### src/logic/rps_pkg.sv
// shared constants, pin-group layout and state type for the reset and wake controller
// assumes one 25 MHz system clock; all counts below are in cycles of that clock
package rps_pkg;

  // clock period and timing figures
  localparam int unsigned CLK_PERIOD_NS = 40;
  localparam logic [1:0] RESET_MIN_CYC = 2'h3;     // reset pin low, in system clock periods
  localparam int unsigned INT_PHASE_MIN_CYC = 2;   // interrupt high/low phase while active
  localparam int unsigned WAKE_LOW_MIN_NS = 30500; // wake or interrupt low, clock disabled
  localparam int unsigned WAKE_LOW_MIN_CYC = (WAKE_LOW_MIN_NS + CLK_PERIOD_NS - 1) / CLK_PERIOD_NS;
  localparam logic [7:0] LIGHT_WAKE_CYC = 8'h03;   // light idle resume latency
  localparam int unsigned CLKGEN_LOCK_CYC = 16;    // clock generator settle before boot
  localparam int unsigned QW = 10;                 // width of the low-pulse qualifiers
  localparam int unsigned CW = 8;                  // width of the state counter

  // pin group widths
  localparam int unsigned HIGH_W = 11;
  localparam int unsigned LOW_W = 5;
  localparam int unsigned Z_W = 49;
  localparam int unsigned SYN01_W = 3;
  localparam int unsigned SYN10_W = 2;
  localparam int unsigned SYNX1_W = 3;
  localparam int unsigned SYNX0_W = 21;
  localparam int unsigned ADDR_MUX_LSB = 15;
  localparam int unsigned ADDR_MUX_W = 6;

  // synchroniser bit positions and idle values
  localparam int unsigned SY_W = 7;
  localparam int unsigned SY_RST = 0;
  localparam int unsigned SY_WAKE = 1;
  localparam int unsigned SY_EXT0 = 2;
  localparam int unsigned SY_RTCINT = 4;
  localparam int unsigned SY_EXTCLK = 5;
  localparam int unsigned SY_SLOW_RTC_CLOCK = 6;
  localparam logic [SY_W-1:0] SY_RST_VAL = 7'h0F;

  // clock monitor source codes
  localparam logic [1:0] CLKO_CPU = 2'h0;
  localparam logic [1:0] CLKO_USB = 2'h1;
  localparam logic [1:0] CLKO_PLL = 2'h2;

  // one record for every controlled output pin, value and enable
  typedef struct packed {
    logic [HIGH_W-1:0] high;
    logic [LOW_W-1:0] low;
    logic [Z_W-1:0] zOut;
    logic [Z_W-1:0] zOe;
    logic [1:0] clkGrp;
    logic [SYN01_W-1:0] syn01;
    logic [SYN10_W-1:0] syn10;
    logic [SYNX1_W-1:0] synX1;
    logic [SYNX0_W-1:0] synX0;
  } rps_pins_t;

  typedef enum logic [2:0] {
    ST_RESET, ST_CLKGEN, ST_BOOT, ST_ACTIVE,
    ST_LIGHT_IDLE, ST_LIGHT_WAKE, ST_DEEP_IDLE, ST_DEEP_WAKE
  } rps_state_t;

endpackage

### src/logic/rps_reset_wake_ctl.sv
// reset pin handling, output pin reset states, interrupt capture and idle wake-up
// assumes the peripherals drive the pin record on the same clock; pins and slow
// clocks arrive asynchronously and are synchronised here
//
// Function
// - pin reset fully resets the block; software reset never enters that path.
// - after reset, enable clock generator, then start the boot sequence.
// - outside reset, shared pins follow the peripheral the bus select assigns.
// - in reset drive chip selects, byte masks, strobes and serial select three high.
// - in reset drive serial clock, read/write, card clocks and SDRAM clock low.
// - in reset float data bus, emulation, I2C, serial data, muxed, RTC, TDO, wake.
// - in reset clock output and serial select one follow the clock monitor.
// - serial selects 0,2 and clock enable go 0 to 1; SDRAM selects 1 to 0.
// - bank address and flag settle high; address bits settle low, both synchronously.
// - deep idle bypasses the clock generator; clock from input or RTC per select.
// - every interrupt has its own enable.
// - deep idle resumes after one input clock or one RTC clock period.
// - light idle resumes three clock periods after an external interrupt.
// - external interrupts wake only from deep and light idle.
// - RTC interrupt wakes from deep and light idle.
// - any unmasked interrupt ends light idle.
// - clock output shows CPU, USB PHY or PLL clock per selection.
`timescale 1ns/1ns

module rps_reset_wake_ctl #(
  parameter int NINT = 8,
  parameter int WAKE_LOW_CYC = rps_pkg::WAKE_LOW_MIN_CYC,
  parameter int CLKGEN_CYC = rps_pkg::CLKGEN_LOCK_CYC
) (
  // clock and power-on reset
  input wire logic clock,
  input wire logic sys_rst,
  // asynchronous pins and slow clocks
  input wire logic resetPinN,
  input wire logic wakeRequestPinN,
  input wire logic [1:0] externalInterruptN,
  input wire logic rtcInterrupt,
  input wire logic externalInputClock,
  input wire logic slowRtcClock,
  // idle control
  input wire logic enterLightIdle,
  input wire logic enterDeepIdle,
  input wire logic sysclkDisableFlag,
  input wire logic clockSourceSel,
  input wire logic softResetReq,
  // interrupt control
  input wire logic [NINT-1:0] intSource,
  input wire logic [NINT+2:0] intEnable,
  input wire logic [NINT+2:0] intAck,
  // clock monitor sources and selection
  input wire logic cpuClockLevel,
  input wire logic usbPhyClockLevel,
  input wire logic pllClockLevel,
  input wire logic [1:0] clockOutSel,
  // peripheral side of the pins
  input wire rps_pkg::rps_pins_t periphPins,
  input wire logic [rps_pkg::ADDR_MUX_W-1:0] gpioAddrHigh,
  input wire logic busSelectGpio,
  // status
  output logic hwResetActive,
  output logic sysclkGenEnable,
  output logic pllBypass,
  output logic sysclkFromRtc,
  output logic bootStart,
  output logic cpuRunning,
  output logic cpuSoftReset,
  output logic [NINT+2:0] intPending,
  output logic [NINT+2:0] intRequest,
  // pad side
  output rps_pkg::rps_pins_t padPins
);

  localparam int TOT = NINT + 3;
  localparam int NQ = 3; // wake pin plus the two external interrupts

  logic [rps_pkg::SY_W-1:0] syncA_r, syncB_r, syncC_r;
  logic [1:0] rstLowCnt_r;
  logic hwRecognised;
  logic [rps_pkg::QW-1:0] lowCnt_r [0:NQ-1];
  logic [NQ-1:0] qualHit;
  logic [1:0] extFall;
  logic [1:0] extEvt;
  logic wakeFall, wakePinEvt, rtcRise, extClkTick, rtcClkTick, slowTick;
  logic [TOT-1:0] intEvent;
  logic [TOT-1:0] pending_r;
  logic lightWake, deepWake, deepIdle, deepNext, pinReset;
  rps_pkg::rps_state_t state_r, state_nxt;
  logic [rps_pkg::CW-1:0] cnt_r;
  logic clock_monitor_out_r;
  rps_pkg::rps_pins_t padMain_r;
  logic [rps_pkg::SYNX1_W-1:0] padX1_r;
  logic [rps_pkg::SYNX0_W-1:0] padX0_r;

  // two-stage synchroniser; the third stage only serves edge detection
  always_ff @(posedge clock or posedge sys_rst) begin
    if (sys_rst) begin
      syncA_r <= rps_pkg::SY_RST_VAL;
      syncB_r <= rps_pkg::SY_RST_VAL;
      syncC_r <= rps_pkg::SY_RST_VAL;
    end else begin
      syncA_r <= {slowRtcClock, externalInputClock, rtcInterrupt, externalInterruptN, wakeRequestPinN, resetPinN};
      syncB_r <= syncA_r;
      syncC_r <= syncB_r;
    end
  end

  // edges seen on synchronised levels
  assign extFall = ~syncB_r[rps_pkg::SY_EXT0 +: 2] & syncC_r[rps_pkg::SY_EXT0 +: 2];
  assign wakeFall = ~syncB_r[rps_pkg::SY_WAKE] & syncC_r[rps_pkg::SY_WAKE];
  assign rtcRise = syncB_r[rps_pkg::SY_RTCINT] & ~syncC_r[rps_pkg::SY_RTCINT];
  assign extClkTick = syncB_r[rps_pkg::SY_EXTCLK] & ~syncC_r[rps_pkg::SY_EXTCLK];
  assign rtcClkTick = syncB_r[rps_pkg::SY_SLOW_RTC_CLOCK] & ~syncC_r[rps_pkg::SY_SLOW_RTC_CLOCK];

  // reset pin must stay low three samples; shorter glitches are dropped
  always_ff @(posedge clock or posedge sys_rst) begin
    if (sys_rst) begin
      rstLowCnt_r <= 2'h0;
    end else if (syncB_r[rps_pkg::SY_RST]) begin
      rstLowCnt_r <= 2'h0;
    end else if (rstLowCnt_r != rps_pkg::RESET_MIN_CYC) begin
      rstLowCnt_r <= rstLowCnt_r + 2'h1;
    end
  end
  assign hwRecognised = (rstLowCnt_r == rps_pkg::RESET_MIN_CYC);

  // low-pulse qualifiers for wake pin and both external interrupts
  genvar gi;
  generate
    for (gi = 0; gi < NQ; gi++) begin : gQual
      always_ff @(posedge clock or posedge sys_rst) begin
        if (sys_rst) begin
          lowCnt_r[gi] <= '0;
        end else if (syncB_r[rps_pkg::SY_WAKE + gi]) begin
          lowCnt_r[gi] <= '0;
        end else if (lowCnt_r[gi] != rps_pkg::QW'(WAKE_LOW_CYC)) begin
          lowCnt_r[gi] <= lowCnt_r[gi] + 1'h1;
        end
      end
      // fires once, on the cycle the low time is reached
      assign qualHit[gi] = ~syncB_r[rps_pkg::SY_WAKE + gi] &&
                           (lowCnt_r[gi] == rps_pkg::QW'(WAKE_LOW_CYC - 1));
    end
  endgenerate

  // with the clock disabled a glitch must not wake the part, so the long low is required
  assign deepIdle = (state_r == rps_pkg::ST_DEEP_IDLE) || (state_r == rps_pkg::ST_DEEP_WAKE);
  assign extEvt = (deepIdle && sysclkDisableFlag) ? qualHit[2:1] : extFall;
  assign wakePinEvt = sysclkDisableFlag ? qualHit[0] : wakeFall;
  assign intEvent = {rtcRise, extEvt, intSource};

  // sticky pending flags; a new event outweighs an acknowledge in the same cycle
  always_ff @(posedge clock or posedge sys_rst) begin
    if (sys_rst) begin
      pending_r <= '0;
    end else if (pinReset) begin
      pending_r <= '0;
    end else begin
      pending_r <= (pending_r & ~intAck) | intEvent;
    end
  end
  assign intPending = pending_r;
  assign intRequest = pending_r & intEnable;

  // wake qualification per idle mode
  assign lightWake = |(pending_r & intEnable);
  assign deepWake = wakePinEvt || |(pending_r[TOT-1:NINT] & intEnable[TOT-1:NINT]);
  assign slowTick = clockSourceSel ? extClkTick : rtcClkTick;
  assign pinReset = (state_r == rps_pkg::ST_RESET);

  // sequencer next state; a recognised pin reset overrides everything
  always_comb begin
    state_nxt = state_r;
    unique case (state_r)
      rps_pkg::ST_RESET: begin
        if (!hwRecognised) begin
          state_nxt = rps_pkg::ST_CLKGEN;
        end
      end
      rps_pkg::ST_CLKGEN: begin
        if (cnt_r == rps_pkg::CW'(CLKGEN_CYC - 1)) begin
          state_nxt = rps_pkg::ST_BOOT;
        end
      end
      rps_pkg::ST_BOOT: begin
        state_nxt = rps_pkg::ST_ACTIVE;
      end
      rps_pkg::ST_ACTIVE: begin
        if (enterDeepIdle) begin
          state_nxt = rps_pkg::ST_DEEP_IDLE;
        end else if (enterLightIdle) begin
          state_nxt = rps_pkg::ST_LIGHT_IDLE;
        end
      end
      rps_pkg::ST_LIGHT_IDLE: begin
        if (lightWake) begin
          state_nxt = rps_pkg::ST_LIGHT_WAKE;
        end
      end
      rps_pkg::ST_LIGHT_WAKE: begin
        if (cnt_r == rps_pkg::LIGHT_WAKE_CYC - 8'h01) begin
          state_nxt = rps_pkg::ST_ACTIVE;
        end
      end
      rps_pkg::ST_DEEP_IDLE: begin
        if (deepWake) begin
          state_nxt = rps_pkg::ST_DEEP_WAKE;
        end
      end
      rps_pkg::ST_DEEP_WAKE: begin
        if (slowTick) begin
          state_nxt = rps_pkg::ST_ACTIVE;
        end
      end
    endcase
    if (hwRecognised) begin
      state_nxt = rps_pkg::ST_RESET;
    end
  end

  // state register
  always_ff @(posedge clock or posedge sys_rst) begin
    if (sys_rst) begin
      state_r <= rps_pkg::ST_RESET;
    end else begin
      state_r <= state_nxt;
    end
  end

  // cycle counter restarts on every state change
  always_ff @(posedge clock or posedge sys_rst) begin
    if (sys_rst) begin
      cnt_r <= '0;
    end else if (state_nxt != state_r) begin
      cnt_r <= '0;
    end else if (cnt_r != '1) begin
      cnt_r <= cnt_r + 1'h1;
    end
  end

  // deep idle as seen by the next state, shared by the clock controls
  assign deepNext = (state_nxt == rps_pkg::ST_DEEP_IDLE) || (state_nxt == rps_pkg::ST_DEEP_WAKE);

  // reset and boot status, decoded from the next state so it lines up with state_r
  always_ff @(posedge clock or posedge sys_rst) begin
    if (sys_rst) begin
      hwResetActive <= 1'h1;
      bootStart <= 1'h0;
    end else begin
      hwResetActive <= (state_nxt == rps_pkg::ST_RESET);
      bootStart <= (state_nxt == rps_pkg::ST_BOOT);
    end
  end

  // clock generator control; stays off until the sequencer leaves reset
  always_ff @(posedge clock or posedge sys_rst) begin
    if (sys_rst) begin
      sysclkGenEnable <= 1'h0;
      pllBypass <= 1'h0;
      sysclkFromRtc <= 1'h0;
    end else begin
      sysclkGenEnable <= (state_nxt != rps_pkg::ST_RESET) && !deepNext;
      pllBypass <= deepNext;
      sysclkFromRtc <= deepNext && !clockSourceSel;
    end
  end

  // cpu run status, low through every idle and wake latency
  always_ff @(posedge clock or posedge sys_rst) begin
    if (sys_rst) begin
      cpuRunning <= 1'h0;
    end else begin
      cpuRunning <= (state_nxt == rps_pkg::ST_ACTIVE);
    end
  end

  // software reset is only passed on; it never touches the sequencer
  always_ff @(posedge clock or posedge sys_rst) begin
    if (sys_rst) begin
      cpuSoftReset <= 1'h0;
    end else begin
      cpuSoftReset <= softResetReq && !pinReset;
    end
  end

  // clock monitor; code 3 is unused and falls back to the cpu clock
  always_ff @(posedge clock or posedge sys_rst) begin
    if (sys_rst) begin
      clock_monitor_out_r <= 1'h0;
    end else begin
      case (clockOutSel)
        rps_pkg::CLKO_CPU: clock_monitor_out_r <= cpuClockLevel;
        rps_pkg::CLKO_USB: clock_monitor_out_r <= usbPhyClockLevel;
        rps_pkg::CLKO_PLL: clock_monitor_out_r <= pllClockLevel;
        default: clock_monitor_out_r <= cpuClockLevel;
      endcase
    end
  end

  // pins with a defined reset level; sync groups take their final level one edge in
  always_ff @(posedge clock or posedge sys_rst) begin
    if (sys_rst) begin
      padMain_r <= '0;
      padMain_r.high <= '1;
      padMain_r.syn10 <= '1;
      padMain_r.zOe <= '0;
    end else if (pinReset) begin
      padMain_r <= '0;
      padMain_r.high <= '1;
      padMain_r.low <= '0;
      padMain_r.zOe <= '0;
      padMain_r.zOut <= '0;
      padMain_r.syn01 <= '1;
      padMain_r.syn10 <= '0;
      padMain_r.clkGrp <= {clock_monitor_out_r, clock_monitor_out_r};
    end else begin
      padMain_r <= periphPins;
      padMain_r.clkGrp <= {periphPins.clkGrp[1], clock_monitor_out_r};
    end
  end

  // bank address and flag have no reset value: unknown until the first edge in reset
  always_ff @(posedge clock) begin
    if (pinReset) begin
      padX1_r <= '1;
    end else begin
      padX1_r <= periphPins.synX1;
    end
  end

  // address bits likewise; the top six follow the gpio side when the bus select says so
  always_ff @(posedge clock) begin
    if (pinReset) begin
      padX0_r <= '0;
    end else begin
      padX0_r <= {busSelectGpio ? gpioAddrHigh : periphPins.synX0[rps_pkg::ADDR_MUX_LSB +: rps_pkg::ADDR_MUX_W],
                  periphPins.synX0[rps_pkg::ADDR_MUX_LSB-1:0]};
    end
  end

  // pad record assembly
  always_comb begin
    padPins = padMain_r;
    padPins.synX1 = padX1_r;
    padPins.synX0 = padX0_r;
  end

endmodule
### config.mk
export PLATFORM = sky130hd
export DESIGN_NAME = rps_reset_wake_ctl
export DESIGN_NICKNAME = d
export VERILOG_FILES = /design/src/logic/rps_pkg.sv /design/src/logic/rps_reset_wake_ctl.sv
export SDC_FILE = /design/constraint.sdc
export NUM_CORES = 1
export LEC_CHECK = 0
export BUFFER_PORTS_ARGS = -buffer_cell sky130_fd_sc_hd__clkbuf_2
export CAP_MARGIN = 0
export CORE_MARGIN = 8
export CORE_UTILIZATION = 42
export DETAILED_ROUTE_END_ITERATION = 8
export GPL_ROUTABILITY_DRIVEN = 0
export PLACE_DENSITY = 0.75
export SYNTH_ARGS = -nofsm -noshare
export SYNTH_HDL_FRONTEND = slang
export SYNTH_SLANG_ARGS = --single-unit
### constraint.sdc
create_clock -name clock -period 5.6 [get_ports clock]
set_input_delay 0.28 -clock clock [delete_from_list [all_inputs] [get_ports clock]]
set_output_delay 0.28 -clock clock [all_outputs]
set_load 0.05 [all_outputs]
==> flow_metrics.py <==
metrics = {
    "clocking": {
        "numCtsBuffers": 24,
        "clkTransAtPathRegs_ps": 70,
        "cts.sinks": 227,
        "cts_resized": 0,
        "htree_levels": 1,
        "ctsHoldBuffers": 149,
        "cts-root-buf": "clkbuf_16",
        "post-cts-setup-buffers": 0,
        "cts_tree": "built",
        "clock_latency_ps": 510,
        "cts_buffer_depth": 3,
    },
    "floorplan": {
        "rows": 51,
        "die-width_um": 157,
        "die_area_um2": 24600,
        "io_pins": 375,
        "die_h_um": 157,
        "initial_utilization_pct": 42.8,
        "core_um2": 19500,
    },
    "worst_setup_path": {
        "cp.arrival_ps": 2930,
        "cp_common_cell": "buf_4",
        "path_class": "reg -> reg",
        "startpoint_type": "flop",
        "cp_slowest_stage_delay_ps": 760,
        "crit_chain": "nor3_2 > buf_4 > buf_4 > nor2b_1",
        "endpoint_kind": "flop",
        "critical_path_required_ps": 5950,
        "crit_buf_inv": 2,
        "critical-path-slowest-cell": "buf_4",
        "cp_max_fo": 86,
        "r2r_setup_slack_ps": 3020,
        "crit_family": "buffers and inverters",
    },
    "route": {
        "ant_nets": 0,
        "wl_um": 28100,
        "avgViaCountPerCell": 4.75,
        "drtIter0Drc": 350,
        "wl_per_cell_um": 18.8,
        "drc": 0,
        "vias": 7090,
        "drt_first_pass_iters": 4,
    },
    "grt": {
        "grt_max_degree": 98,
        "gr-total-overflow": 0,
        "grt_pass1_wl_um": 42000,
        "grt_pass1_vias": 7791,
        "antenna_found_initial": 6,
        "track_usage_pct": 22.2,
    },
    "yosys": {
        "synth_top_area_share_pct": 53.5,
        "netlist.top_cell.by_area": "dfrtp_1",
        "yosys_warnings": 0,
        "async_flop_share_pct": 89.4,
        "synth_area_um2": 8330,
        "synth-edff-count": 0,
        "syn-num-nets": 892,
        "ys.flop_type": "dfrtp_1",
        "ys_types": 56,
        "syn_avg_cell_area_um2": 12.2,
        "synth_area_leaders": "dfrtp_1, nor2b_1, dfstp_2",
        "yosysSeqAreaShare_pct": 67.2,
        "synthCells": 680,
        "ys_seq_elements": 227,
    },
    "pwr": {
        "p_sw_mw": 2.57,
        "clkPwrFrac_pct": 25.7,
        "swShare_pct": 42.7,
        "internal_power_mw": 3.44,
        "p_seq_share_pct": 36.0,
        "vdd_drop_max_uv": 333,
        "p_per_area_nw_per_um2": 471,
        "leakage_nw": 6.33,
        "p_total_mw": 6.01,
        "p_comb_share_pct": 38.3,
    },
    "placed_design": {
        "dp.cells": 1295,
        "port_buffers": 373,
        "dpl_cell_area_um2": 10500,
        "place_ws_ps": 3040,
        "dpl.hpwl_um": 18100,
    },
    "timing": {
        "fmax_mhz": 388,
        "hold_violations": 0,
        "fin_ws_ps": 3020,
        "rsz0062_at_grt": "false",
        "whs_ps": 19.2,
        "worst_slew_pin_slew_ps": 918,
        "fin_crit_ps": 2580,
        "setup_viol": 0,
        "min_period_over_period_pct": 46.1,
        "slew_headroom_pct": 38.6,
        "slew_violations": 0,
        "fin_skew_ps": 17.2,
        "timing.setup.tns_ps": 0,
    },
    "cells_and_area": {
        "drive_gt1_share_pct": 38.1,
        "area_delta_synth_final_pct": 53.3,
        "fin_util_pct": 65.6,
        "layout.nets": 1418,
        "final_cell_count_no_fill": 1494,
        "design_area_um2": 12800,
    },
    "run": {
        "drv_cap": 0,
    },
    "worst_hold_path": {
        "min-delay-path-class": "in -> reg",
    },
    "status": {
        "status": "completed",
    },
}
## synth_stat cells, drive strengths merged, types with 3 or more instances
| library cell | count |
|---|---|
| nand2 | 20 |
| nand4 | 6 |
| nor4 | 11 |
| ha | 11 |
| nor2 | 49 |
| and3 | 6 |
| a211oi | 5 |
| dfstp | 25 |
| mux2i | 7 |
| dfxtp | 24 |
| or2 | 17 |
| nand3 | 19 |
| dfrtp | 178 |
| nand2b | 8 |
| inv | 24 |
| buf | 3 |
| o21ai | 14 |
| xnor2 | 4 |
| a21o | 4 |
| and2 | 11 |
| o211ai | 4 |
| or3 | 9 |
| a21oi | 22 |
| a31oi | 3 |
| xor2 | 14 |
| clkbuf | 24 |
| nor3 | 7 |
| nor2b | 121 |
## routing by layer
layer | vias to the layer above | share of wire, % | track usage, %
met5 | - | 0 | 0
met4 | 0 | 3.4 | 10.0
met3 | 75 | 9.1 | 7.86
met2 | 275 | 53 | 39.8
met1 | 3441 | 35 | 22.9
li1 | 3299 | - | -
## power by group through the flow
stage                     Sequential (mW)  Clock [mW]  Combinational, mW
after CTS                            2.15        1.57               2.28
final                                2.17        1.54               2.30
after global routing                 2.20        1.64               2.42
after detailed placement             2.17           0               2.19
after global placement               2.16           0               2.17
after floorplan                      3.23           0              0.549
## area by class of cell
type,instances,area [um2]
clock inverter,4,23.8
sequential,227,5590
clock buffer,39,748
multi-input combinational,402,2540
fill,1431,6700
inverter,24,93.8
antenna,6,15.0
timing repair buffer,527,3410
tap,265,332
## worst reg2reg max path, stage by stage (launching register included)
cell	delay [ps]
dfrtp_1	530
nor3_2	270
buf_4	590
buf_4	760
nor2b_1	260
## sequential cells by signal, indices dropped and copies added (netlist names), 2 cells and up
register / cells
syncA_r: 7
syncB_r: 7
padX0_r: 21
padX1_r: 3
lowCnt_r: 30
intPending: 11
padPins: 121
rstLowCnt_r: 2
state_r: 3
cnt_r: 8
syncC_r: 6
## layout by cell type, fill, tap and decap left out, types with 3 or more instances in the layout
cell type and n:
a31oi_1 3, and3_1 5, or2_2 17, dfxtp_1 24, nand3_1 19, nand2b_1 8, or3_1 9, nand4_1 6
clkbuf_2 373, clkbuf_16 25, mux2i_1 7, nor2b_1 121, a21oi_1 22, inv_1 23, nand2_1 20, clkbuf_1 7
nor4_1 10, buf_4 3, diode_2 6, xor2_1 14, dfstp_2 25, dlygate4sd3_1 150, dfrtp_1 178, o21ai_0 12
a21o_1 4, nor2_1 49, nor3_1 6, a211oi_1 5, clkbuf_8 7, xnor2_1 4, o211ai_1 4, and2_1 11
ha_1 11, clkinv_2 3
## path summary, 6_finish.rpt
path,start,end,cells past startpoint
max in group asynchronous,sys_rst,padPins[28],4
setup / recovery,state_r[1],padPins[107],4
setup reg to reg,state_r[1],padPins[107],4
hold reg to reg,syncA_r[4],syncB_r[4],0
hold / removal,periphPins[35],padPins[35],2
min in group asynchronous,sys_rst,padPins[30],3
## logic make-up (layout without fill, tap and decap cells)
group	count (synthesis)	count (layout)	synth area share, %
other	0	6	0
and+or+nand+nor	298	298	20.6
muxes	9	9	1.11
adders and majority gates	11	11	1.65
xor gates and xnor gates	18	18	1.89
buffers and inverters	51	594	2.33
AOI/OAI and AO/OA	66	66	5.25
DFF	227	227	67.2
Power figures use the tool's default switching activity.
